## config.mk

```make
export PLATFORM = sky130hd
export DESIGN_NAME = async_write_data_delay_timing
export DESIGN_NICKNAME = d
export VERILOG_FILES = /design/src/shared/wdata_timing_pkg.sv /design/src/rtl/async_write_data_delay_timing.sv /design/src/rtl/phase_counter.sv
export SDC_FILE = /design/constraint.sdc
export NUM_CORES = 1
export LEC_CHECK = 0
export BUFFER_PORTS_ARGS = -buffer_cell sky130_fd_sc_hd__buf_2
export CORE_MARGIN = 10
export CORE_UTILIZATION = 51
export DETAILED_ROUTE_END_ITERATION = 12
export PLACE_DENSITY_LB_ADDON = 0.05
export SLEW_MARGIN = 5
export SYNTH_ARGS = -nofsm -noshare
export SYNTH_HDL_FRONTEND = slang
export SYNTH_SLANG_ARGS = --single-unit
```

## constraint.sdc

```tcl
create_clock -name clk -period 2.7 [get_ports clk]
set_clock_uncertainty 0.05 [all_clocks]
set_input_delay 0.675 -clock clk [delete_from_list [all_inputs] [get_ports clk]]
set_output_delay 0.675 -clock clk [all_outputs]
set_load 0.05 [all_outputs]
```

## src/shared/wdata_timing_pkg.sv

```systemverilog
// Purpose: Shared constants and types for the write-data drive timing block
// Assumes: One bus clock; phase lengths come in as cycle counts from outside
// Notes: Ratio codes are the two-bit clock ratio field encodings
package wdata_timing_pkg;
    // ****************************************************************
    // Widths
    // ****************************************************************
    localparam int BUS_WIDTH = 32;
    localparam int LEN_WIDTH = 4;
    // ****************************************************************
    // Clock ratio field codes
    // ****************************************************************
    localparam logic [1:0] RATIO_DIRECT = 2'h0;
    // ****************************************************************
    // Reset and filler values
    // ****************************************************************
    localparam logic [31:0] BUS_RESET = 32'h0;
    localparam logic [31:0] FILL_DATA = 32'hdeadbeef;
    // Access phase states
    typedef enum logic [2:0] {st_idle, st_cmd, st_hold, st_tail, st_sync_tail} phase_t;
endpackage

```

## src/rtl/async_write_data_delay_timing.sv

```systemverilog
// Purpose: Drives the multiplexed address/data bus during external writes
// Assumes: Phase lengths arrive as cycle counts; all inputs on clk
// Notes: Every timing point falls on a whole bus clock edge
// How it works
// - Edge select and clock ratio steer data timing
// - Async half-cycle release becomes one full period
// - Async drivers switch on without any delay
// - Drive filler data until delayed valid data
// - Async half-cycle valid-data delay becomes one full period
// - Ratio 00 data at once, else after first if delayed
// - Drivers on at first command cycle regardless
// - Release after last hold, plus one if delayed
// - All timing counted in whole bus clocks
`timescale 1ns/1ps
module async_write_data_delay_timing
    import wdata_timing_pkg::*;
#(
    parameter int LEN_W = wdata_timing_pkg::LEN_WIDTH
) (
    input wire logic clk,
    input wire logic reset,
    input wire logic start,
    input wire logic region_async,
    input wire logic edge_select_delay,
    input wire logic [1:0] bus_clock_ratio,
    input wire logic [LEN_W-1:0] cmd_cycles,
    input wire logic [LEN_W-1:0] hold_cycles,
    input wire logic [wdata_timing_pkg::BUS_WIDTH-1:0] write_data,
    output logic [wdata_timing_pkg::BUS_WIDTH-1:0] ext_addr_data_bus_out,
    output logic ext_addr_data_bus_oe,
    output logic data_valid,
    output logic busy
);
    import wdata_timing_pkg::*;

    // ****************************************************************
    // Settings decode
    // ****************************************************************
    // Delay requested by software for this access
    wire delay_on = edge_select_delay;
    // Direct ratio: valid data from the start of the first command cycle
    wire ratio_direct = (bus_clock_ratio == RATIO_DIRECT);
    // Valid data is held back one cycle only for divided ratios with delay
    wire next_late_data = delay_on && !ratio_direct;
    // Release extended by one full period when delayed
    wire next_late_release = delay_on;

    // Latched settings of the running access
    logic late_data;
    logic late_release;
    logic is_async;
    logic [LEN_W-1:0] hold_len;
    logic [BUS_WIDTH-1:0] data_hold;
    phase_t state;
    phase_t next_state;

    // Phase counter interface
    logic cnt_load;
    logic [LEN_W-1:0] cnt_len;
    logic cnt_last;

    // High in the first command cycle of an access
    logic first_cycle;
    // Filler shown while valid data is still held back
    wire show_fill = (state == st_cmd) && late_data && first_cycle;

    // ****************************************************************
    // Phase sequencing
    // ****************************************************************
    wire access_start = (state == st_idle) && start;
    wire has_hold = (hold_len != '0);

    // Next state and counter load, counted in bus clocks
    always_comb
    begin
        next_state = state;
        cnt_load = 1'b0;
        cnt_len = cmd_cycles;
        case (state)
            st_idle:
            begin
                if (start)
                begin
                    next_state = st_cmd;
                    cnt_load = 1'b1;
                end
            end
            st_cmd:
            begin
                if (cnt_last)
                begin
                    if (has_hold)
                    begin
                        next_state = st_hold;
                        cnt_load = 1'b1;
                        cnt_len = hold_len;
                    end
                    else if (late_release)
                        // Without a hold phase the last command cycle is the reference
                        next_state = is_async ? st_tail : st_sync_tail;
                    else
                        next_state = st_idle;
                end
            end
            st_hold:
            begin
                if (cnt_last)
                    next_state = late_release
                        ? (is_async ? st_tail : st_sync_tail) : st_idle;
            end
            st_tail:
                next_state = st_idle;
            st_sync_tail:
                next_state = st_idle;
            default:
                next_state = st_idle;
        endcase
    end

    phase_counter #(
        .WIDTH(LEN_W)
    ) u_phase (
        .clk(clk),
        .reset(reset),
        .load(cnt_load),
        .length(cnt_len),
        .last(cnt_last)
    );

    // ****************************************************************
    // State and settings capture
    // ****************************************************************
    // Settings are frozen at access start so mid-access writes do no harm
    always_ff @(posedge clk)
    begin
        if (reset)
        begin
            state <= st_idle;
            late_data <= 1'b0;
            late_release <= 1'b0;
            is_async <= 1'b0;
            hold_len <= '0;
            data_hold <= BUS_RESET;
            first_cycle <= 1'b0;
        end
        else
        begin
            state <= next_state;
            first_cycle <= access_start;
            if (access_start)
            begin
                // Sync regions keep their programmed behaviour, same timing here
                late_data <= next_late_data;
                late_release <= next_late_release;
                is_async <= region_async;
                hold_len <= hold_cycles;
                data_hold <= write_data;
            end
        end
    end

    // ****************************************************************
    // Bus drive
    // ****************************************************************
    // Drivers enable from the first command cycle, never delayed
    wire next_oe = (next_state != st_idle);
    wire next_valid = next_oe && !(access_start && next_late_data);
    // Filler during the held-back first cycle, real data afterwards
    wire [BUS_WIDTH-1:0] next_bus = !next_oe ? BUS_RESET
        : (next_valid ? (access_start ? write_data : data_hold) : FILL_DATA);

    // Registered outputs
    always_ff @(posedge clk)
    begin
        if (reset)
        begin
            ext_addr_data_bus_out <= BUS_RESET;
            ext_addr_data_bus_oe <= 1'b0;
            data_valid <= 1'b0;
            busy <= 1'b0;
        end
        else
        begin
            ext_addr_data_bus_out <= next_bus;
            ext_addr_data_bus_oe <= next_oe;
            data_valid <= next_valid;
            busy <= next_oe;
        end
    end
endmodule

```

## src/rtl/phase_counter.sv

```systemverilog
// Purpose: Down counter that marks the last cycle of a programmed phase
// Notes: A length of zero is treated as one cycle
`timescale 1ns/1ps
module phase_counter #(
    parameter int WIDTH = 4
) (
    input wire logic clk,
    input wire logic reset,
    input wire logic load,
    input wire logic [WIDTH-1:0] length,
    output logic last
);
    // Remaining cycles of the phase after this one
    logic [WIDTH-1:0] remain;
    assign last = (remain == '0);
    // ****************************************************************
    // Count
    // ****************************************************************
    // Load at phase start, otherwise count down to zero
    always_ff @(posedge clk)
    begin
        if (reset)
            remain <= '0;
        else if (load)
            remain <= (length == '0) ? '0 : WIDTH'(length - 1'b1);
        else if (remain != '0)
            remain <= WIDTH'(remain - 1'b1);
    end
endmodule

```

==> key figures, run 1 <==
Placement
  • Placed cell count: 489
  • GPL Wtd Cong: 0.7893
  • IO Port Bufs: 81
  • Dpl hpwl: 5122 um

STA
  • Unrepaired setup endpoints after global routing: no
  • Worst Tran Pin Value: 0.6295 ns
  • Pins Over Slew Limit: 0
  • Slew margin rel.: 0.5768
  • Final hold violations: 0
  • Fin crit period: 2.429 ns
  • Final setup viols: 0
  • Final period utilization: 0.8996
  • Fmax: 0.4117 GHz
  • Setup TNS: 0 ns

Final layout
  • Synthesis-to-layout area growth: 21.55%
  • Non-Filler Instances: 504
  • Most common cell after layout, fill and taps aside: nand2_1
  • Layout cells sized above 1: 0.2569
  • Most frequent cells in the layout: 82 x nand2_1, 81 x buf_2, 79 x dfxtp_1
  • Antenna Cells: 0
  • NumNets Final: 477

Power
  • Maximum VDD drop: 0.0004383 V
  • Lkg Pwr: 1.625 nW
  • P per Cell Area: 952.9 nW/um^2

Route
  • Routed wire length: 7317 um
  • Vias: 2701
  • First-pass iteration count of the detailed router: 5
  • Drt wl/cell: 14.52 um
  • Via density: 5.359
  • Post-DRT Antenna Nets: 0
  • Post-route DRC: 0
  • Initial DRC count: 134

Global route
  • Initial antenna violation count: 0
  • Largest net degree at the start of global routing: 49
  • All-Layer GR Usage: 0.1475
  • Vias in the first global route: 2510
  • Wire length of the first global-routing pass: 11880 um
  • GRT overflow: 0

CTS
  • Maximum root-to-sink buffer count: 2
  • Post-CTS resize count: 0
  • # Post-CTS Setup Buffers: 0
  • Clk sinks: 79
  • CTS Buf Count: 9
  • CTS tree: built
  • Hold-fix buffers, CTS: 0
  • Root Buffer Master: clkbuf_8
  • H-tree levels: 3
  • Clock transition at path regs: 0.07 ns
  • Skew-Pair Late Insertion Delay: 0.34 ns

Yosys
  • Top FF cell, synth: dfxtp_1
  • Flops & latches, synth: 79
  • Seq/Total Area, Yosys: 0.5258
  • Cell taking the most area after synthesis: dfxtp_1
  • Synth warn: 0
  • Cells after Synth: 353
  • Mean post-synth cell area: 8.521 sq um
  • Asr flop ratio synth: 0
  • EDFF count, synth: 0
  • Number of unique standard cell types used by synthesis: 46
  • Synth Cell Area: 3008 sq um
  • Syn_nets: 402
  • Synth area leaders: dfxtp_1 53%, nand2_1 10%, a21oi_1 7.0%
  • Synth top area share: 0.5258

Critical path
  • Worst path required time: 2.93 ns
  • Reg2Reg Setup Slack: 0.27 ns
  • Max FO, Critical Path: 25
  • Critical Path End Type: flip-flop
  • Worst R2R Path Depth: 8
  • R2r startpoint: u_phase.remain[0]$_SDFFE_PP0P_
  • Reg-to-reg critical path endpoint: data_valid$_SDFF_PP0_
  • Setup crit start kind: flip-flop
  • Worst setup startpoint: u_phase.remain[0]$_SDFFE_PP0P_
  • Critical path class: flip-flop to flip-flop
  • CP Data Arrival Time: 2.66 ns

Floorplan
  • Die width: 96.80 um
  • Rows: 27
  • Core Footprint: 5608 sq um
  • Initial Util: 0.5364
  • Die Ht: 96.80 um
  • I/O pin count: 82
  • Die area: 9369 sq um

Min path
  • Hold path depth: 2
  • Class of the worst hold path: flip-flop to flip-flop
  • Min-delay src: data_hold[10]$_SDFF_PP0_
  • Hold Path Sink: data_hold[10]$_SDFF_PP0_

Status
  • Outcome: finished clean

Job
  • Max_cap viols: 0
## layer usage
layer / GRT usage / share of wire / up-vias
li1: - / - / 1358
met5: 0 / 0 / -
met4: 0.05862 / 0.017 / 0
met1: 0.1834 / 0.45 / 1230
met3: 0.04116 / 0.063 / 15
met2: 0.2347 / 0.47 / 98
## per-stage QoR
stage	setup WS (ns)	power (W)	instance area [sq um]	hold WS, ns	utilization
floorplan	0.5022	0.002311	3008	0.3819	-
global placement	0.2977	0.002567	3452	0.3879	0.6156
finish	0.2711	0.003484	3656	0.4023	0.6519
global route	0.1256	0.003671	3656	0.4180	0.6519
detailed placement	0.2687	0.002591	3452	0.3950	0.6156
CTS	0.2781	0.003508	3656	0.4057	0.6519
## Yosys cell counts, drive strengths merged (3+ instances only)
| cell | count |
|---|---|
| nand2 | 82 |
| o21ai | 5 |
| inv | 5 |
| nor2b | 4 |
| nor3b | 3 |
| clkbuf | 18 |
| dfxtp | 79 |
| a21oi | 42 |
| nor3 | 5 |
| o22ai | 25 |
| nor2 | 33 |
| and3 | 10 |
| buf | 8 |
## registers in the layout (all words and copies together), names as in the netlist
signal,count
late_release,1
data_hold,32
ext_addr_data_bus_out,32
is_async,1
state,3
data_valid,1
busy,1
hold_len,4
u_phase.remain,4
## logic make-up (layout without fill, tap and decap cells)
logic type               count (synthesis)  count (layout)  share of synthesized area
AND/OR/NAND/NOR                        151             151                     0.2280
AO/OA/AOI/OAI                           86              86                     0.1768
flip-flops                              79              79                     0.5258
buffers and inverters                   31             110                    0.04783
multiplexers                             3               3                    0.01040
adder cells (fa/ha/maj)                  2               2                   0.008318
XOR/XNOR                                 1               1                   0.002912
## worst max-delay path: stages (launching register included)
cell	delay, ns
dfxtp_1	0.33
inv_1	0.08
ha_1	0.20
or3b_1	0.45
or3_1	0.54
o221a_4	0.18
a31o_4	0.32
inv_1	0.09
and2_1	0.11
## power by group
| part | internal (W) | switching (W) |
|---|---|---|
| Sequential | 0.00133 | 0.0000861 |
| Combinational | 0.000380 | 0.000777 |
| Clock | 0.000519 | 0.000394 |
## final cells by class
type | count | area (sq um)
Timing Repair Buffer | 90 | 473.0
Clock inverter | 3 | 68.82
Multi-Input combinational cell | 243 | 1289
Sequential cell | 79 | 1582
Tap cell | 72 | 90.09
Clock buffer | 12 | 135.1
Fill cell | 495 | 1952
Inverter | 5 | 18.77
## worst max path at each step
| stage | to | slack (ns) | cells past startpoint |
|---|---|---|---|
| after floorplan | u_phase.remain[1]$_SDFFE_PP0P_ | 0.50 | 7 |
| after global placement | data_valid$_SDFF_PP0_ | 0.30 | 6 |
| final | data_valid$_SDFF_PP0_ | 0.27 | 8 |
| after CTS | data_valid$_SDFF_PP0_ | 0.28 | 8 |
| after detailed placement | data_valid$_SDFF_PP0_ | 0.27 | 6 |
| after global routing | data_valid$_SDFF_PP0_ | 0.13 | 8 |
No activity file was read; power rests on OpenSTA's default activity.
==> inputs of run 2 (changes only) <==
- CORE_MARGIN: 10 -> 3
- CTS_CLUSTER_SIZE: default -> 30
==> run 2 against run 1 <==
Effect of this change:
- power rose by 1.3%
- routed wire length fell by 6.7%
- maximum frequency rose by 0.77%
- cell area rose by 0.55%
- sequential share of layout area fell by 0.24 points
- via count fell by 0.70%
- sequential cell count did not move
- combinational power barely moved
- utilization rose by 0.36 points
- die area fell by 27%
- cell count fell by 0.20%
- sequential power barely moved
- critical endpoint unchanged
==> key figures, run 2 (synthesis gave the netlist of run 1 again) <==
Power
  • Cell Int Power: 0.002257 W
  • Switching share of power: 0.3604
  • Lkg Pwr: 1.632 nW
  • Comb pwr share: 0.324
  • Maximum VDD drop: 0.0006643 V
  • P per Cell Area: 960.0 nW/um^2
  • Switching pwr: 0.001272 W
  • Flop pwr share: 0.401
  • Clock group share of total power: 0.275

Global route
  • Wire length of the first global-routing pass: 10450 um
  • Vias in the first global route: 2294
  • Largest net degree at the start of global routing: 43
  • Initial antenna violation count: 0
  • All-Layer GR Usage: 0.2007
  • GRT overflow: 0

Final layout
  • Antenna Cells: 0
  • NumNets Final: 476
  • Top flop regs: data_hold x32, ext_addr_data_bus_out x32
  • Most common cell after layout, fill and taps aside: nand2_1
  • Most frequent cells in the layout: 82 x nand2_1, 81 x buf_2, 79 x dfxtp_1
  • Post-Route Utilization: 0.6555
  • Layout cells sized above 1: 0.2622
  • Synthesis-to-layout area growth: 22.21%
  • Fin area: 3676 sq um
  • Fillcell total: 508

Route
  • Post-DRT Antenna Nets: 0
  • Via density: 5.332
  • Routed wire length: 6825 um
  • Vias: 2682
  • Initial DRC count: 115
  • First-pass iteration count of the detailed router: 4
  • Drt wl/cell: 13.57 um
  • Post-route DRC: 0

Critical path
  • R2r startpoint: u_phase.remain[0]$_SDFFE_PP0P_
  • Worst path required time: 2.94 ns
  • Reg2Reg Setup Slack: 0.29 ns
  • Max FO, Critical Path: 25
  • Worst R2R Path Depth: 8
  • CP Data Arrival Time: 2.65 ns
  • Setup crit start kind: flip-flop
  • Reg-to-reg critical path endpoint: data_valid$_SDFF_PP0_
  • Critical path class: flip-flop to flip-flop
  • Critical Path End Type: flip-flop

STA
  • Worst Tran Pin Value: 0.5924 ns
  • Slew margin rel.: 0.6017
  • Unrepaired setup endpoints after global routing: no
  • Fmax: 0.4149 GHz
  • Final period utilization: 0.8927
  • Pins Over Slew Limit: 0
  • Fin crit period: 2.410 ns
  • Setup TNS: 0 ns
  • Final hold violations: 0
  • Final setup viols: 0
  • Worst hold slack: 0.4063 ns

Floorplan
  • Die Ht: 82.80 um
  • Die width: 82.80 um
  • I/O pin count: 82
  • Core Footprint: 5608 sq um
  • Initial Util: 0.5364
  • Rows: 27
  • Die area: 6855 sq um

CTS
  • Post-CTS resize count: 0
  • Clock transition at path regs: 0.08 ns
  • CTS Buf Count: 9
  • H-tree levels: 3
  • Clk sinks: 79
  • CTS tree: built
  • Hold-fix buffers, CTS: 0
  • # Post-CTS Setup Buffers: 0
  • Maximum root-to-sink buffer count: 2
  • Skew-Pair Late Insertion Delay: 0.35 ns
  • Root Buffer Master: clkbuf_8

Job
  • Max_cap viols: 0

Min path
  • Min-delay src: data_hold[18]$_SDFF_PP0_
  • Hold Path Sink: data_hold[18]$_SDFF_PP0_
  • Hold path depth: 2
  • Class of the worst hold path: flip-flop to flip-flop

Placement
  • Dpl hpwl: 4595 um
  • IO Port Bufs: 81
  • Placed cell area: 3457 sq um
  • GPL Wtd Cong: 0.7765

Status
  • Outcome: finished clean
[run 2: cell count changes in the layout (fill, tap and decap cells not counted), sizes merged]
cell / before / now
clkinvlp: 0 / 1
inv: 5 / 6
clkbuf: 12 / 10
buf: 90 / 89
[run 2: final cells by class]
class,count,area (sq um),share of cell area
Sequential cell,79,1582,0.4302
Tap cell,72,90.09,0.02451
Clock buffer,10,137.6,0.03744
Inverter,5,18.77,0.005106
Multi-Input combinational cell,243,1289,0.3506
Timing Repair Buffer,89,478.0,0.1300
Clock inverter,5,81.33,0.02212
[run 2: how the worst max path moves through the flow]
| stage | slack (ns) | to | from | depth (start not counted) |
|---|---|---|---|---|
| global placement | 0.28 | data_valid$_SDFF_PP0_ | start | 6 |
| global route | 0.13 | data_valid$_SDFF_PP0_ | u_phase.remain[0]$_SDFFE_PP0P_ | 8 |
| finish | 0.29 | data_valid$_SDFF_PP0_ | u_phase.remain[0]$_SDFFE_PP0P_ | 8 |
| CTS | 0.28 | data_valid$_SDFF_PP0_ | u_phase.remain[0]$_SDFFE_PP0P_ | 8 |
| detailed placement | 0.24 | data_valid$_SDFF_PP0_ | start | 6 |
| floorplan | 0.50 | u_phase.remain[1]$_SDFFE_PP0P_ | start | 7 |
[run 2: worst max-delay path, stage by stage, from the launching register on]
cell and delay (ns):
dfxtp_1 0.34, inv_1 0.08, ha_1 0.19, or3b_1 0.45, or3_1 0.54, o221a_4 0.18
a31o_4 0.32, inv_1 0.09, and2_1 0.11
[run 2: layer usage]
layer	vias up	global-route usage	wire length, um
met3	6	0.05292	419
met2	71	0.3221	3133
met5	-	0	0
li1	1364	-	-
met1	1241	0.2596	3191
met4	0	0.07353	80
[run 2: power groups by stage]
stage               clock (W)  sequential [W]  combinational [W]
finish               0.000970         0.00141            0.00114
global route          0.00104         0.00143            0.00125
CTS                  0.000985         0.00141            0.00115
detailed placement          0         0.00144            0.00115
global placement            0         0.00144            0.00113
floorplan                   0         0.00170           0.000615
[run 2: metrics by stage]
| step | std cells | power [W] | setup WS (ns) |
|---|---|---|---|
| 3_5_place_dp | 488 | 0.002588 | 0.2418 |
| 5_1_grt | 503 | 0.003728 | 0.1289 |
| 3_3_place_gp | 488 | 0.002566 | 0.2830 |
| 6_report | 503 | 0.003529 | 0.2897 |
| 4_1_cts | 503 | 0.003551 | 0.2775 |
| 2_1_floorplan | 353 | 0.002311 | 0.5022 |
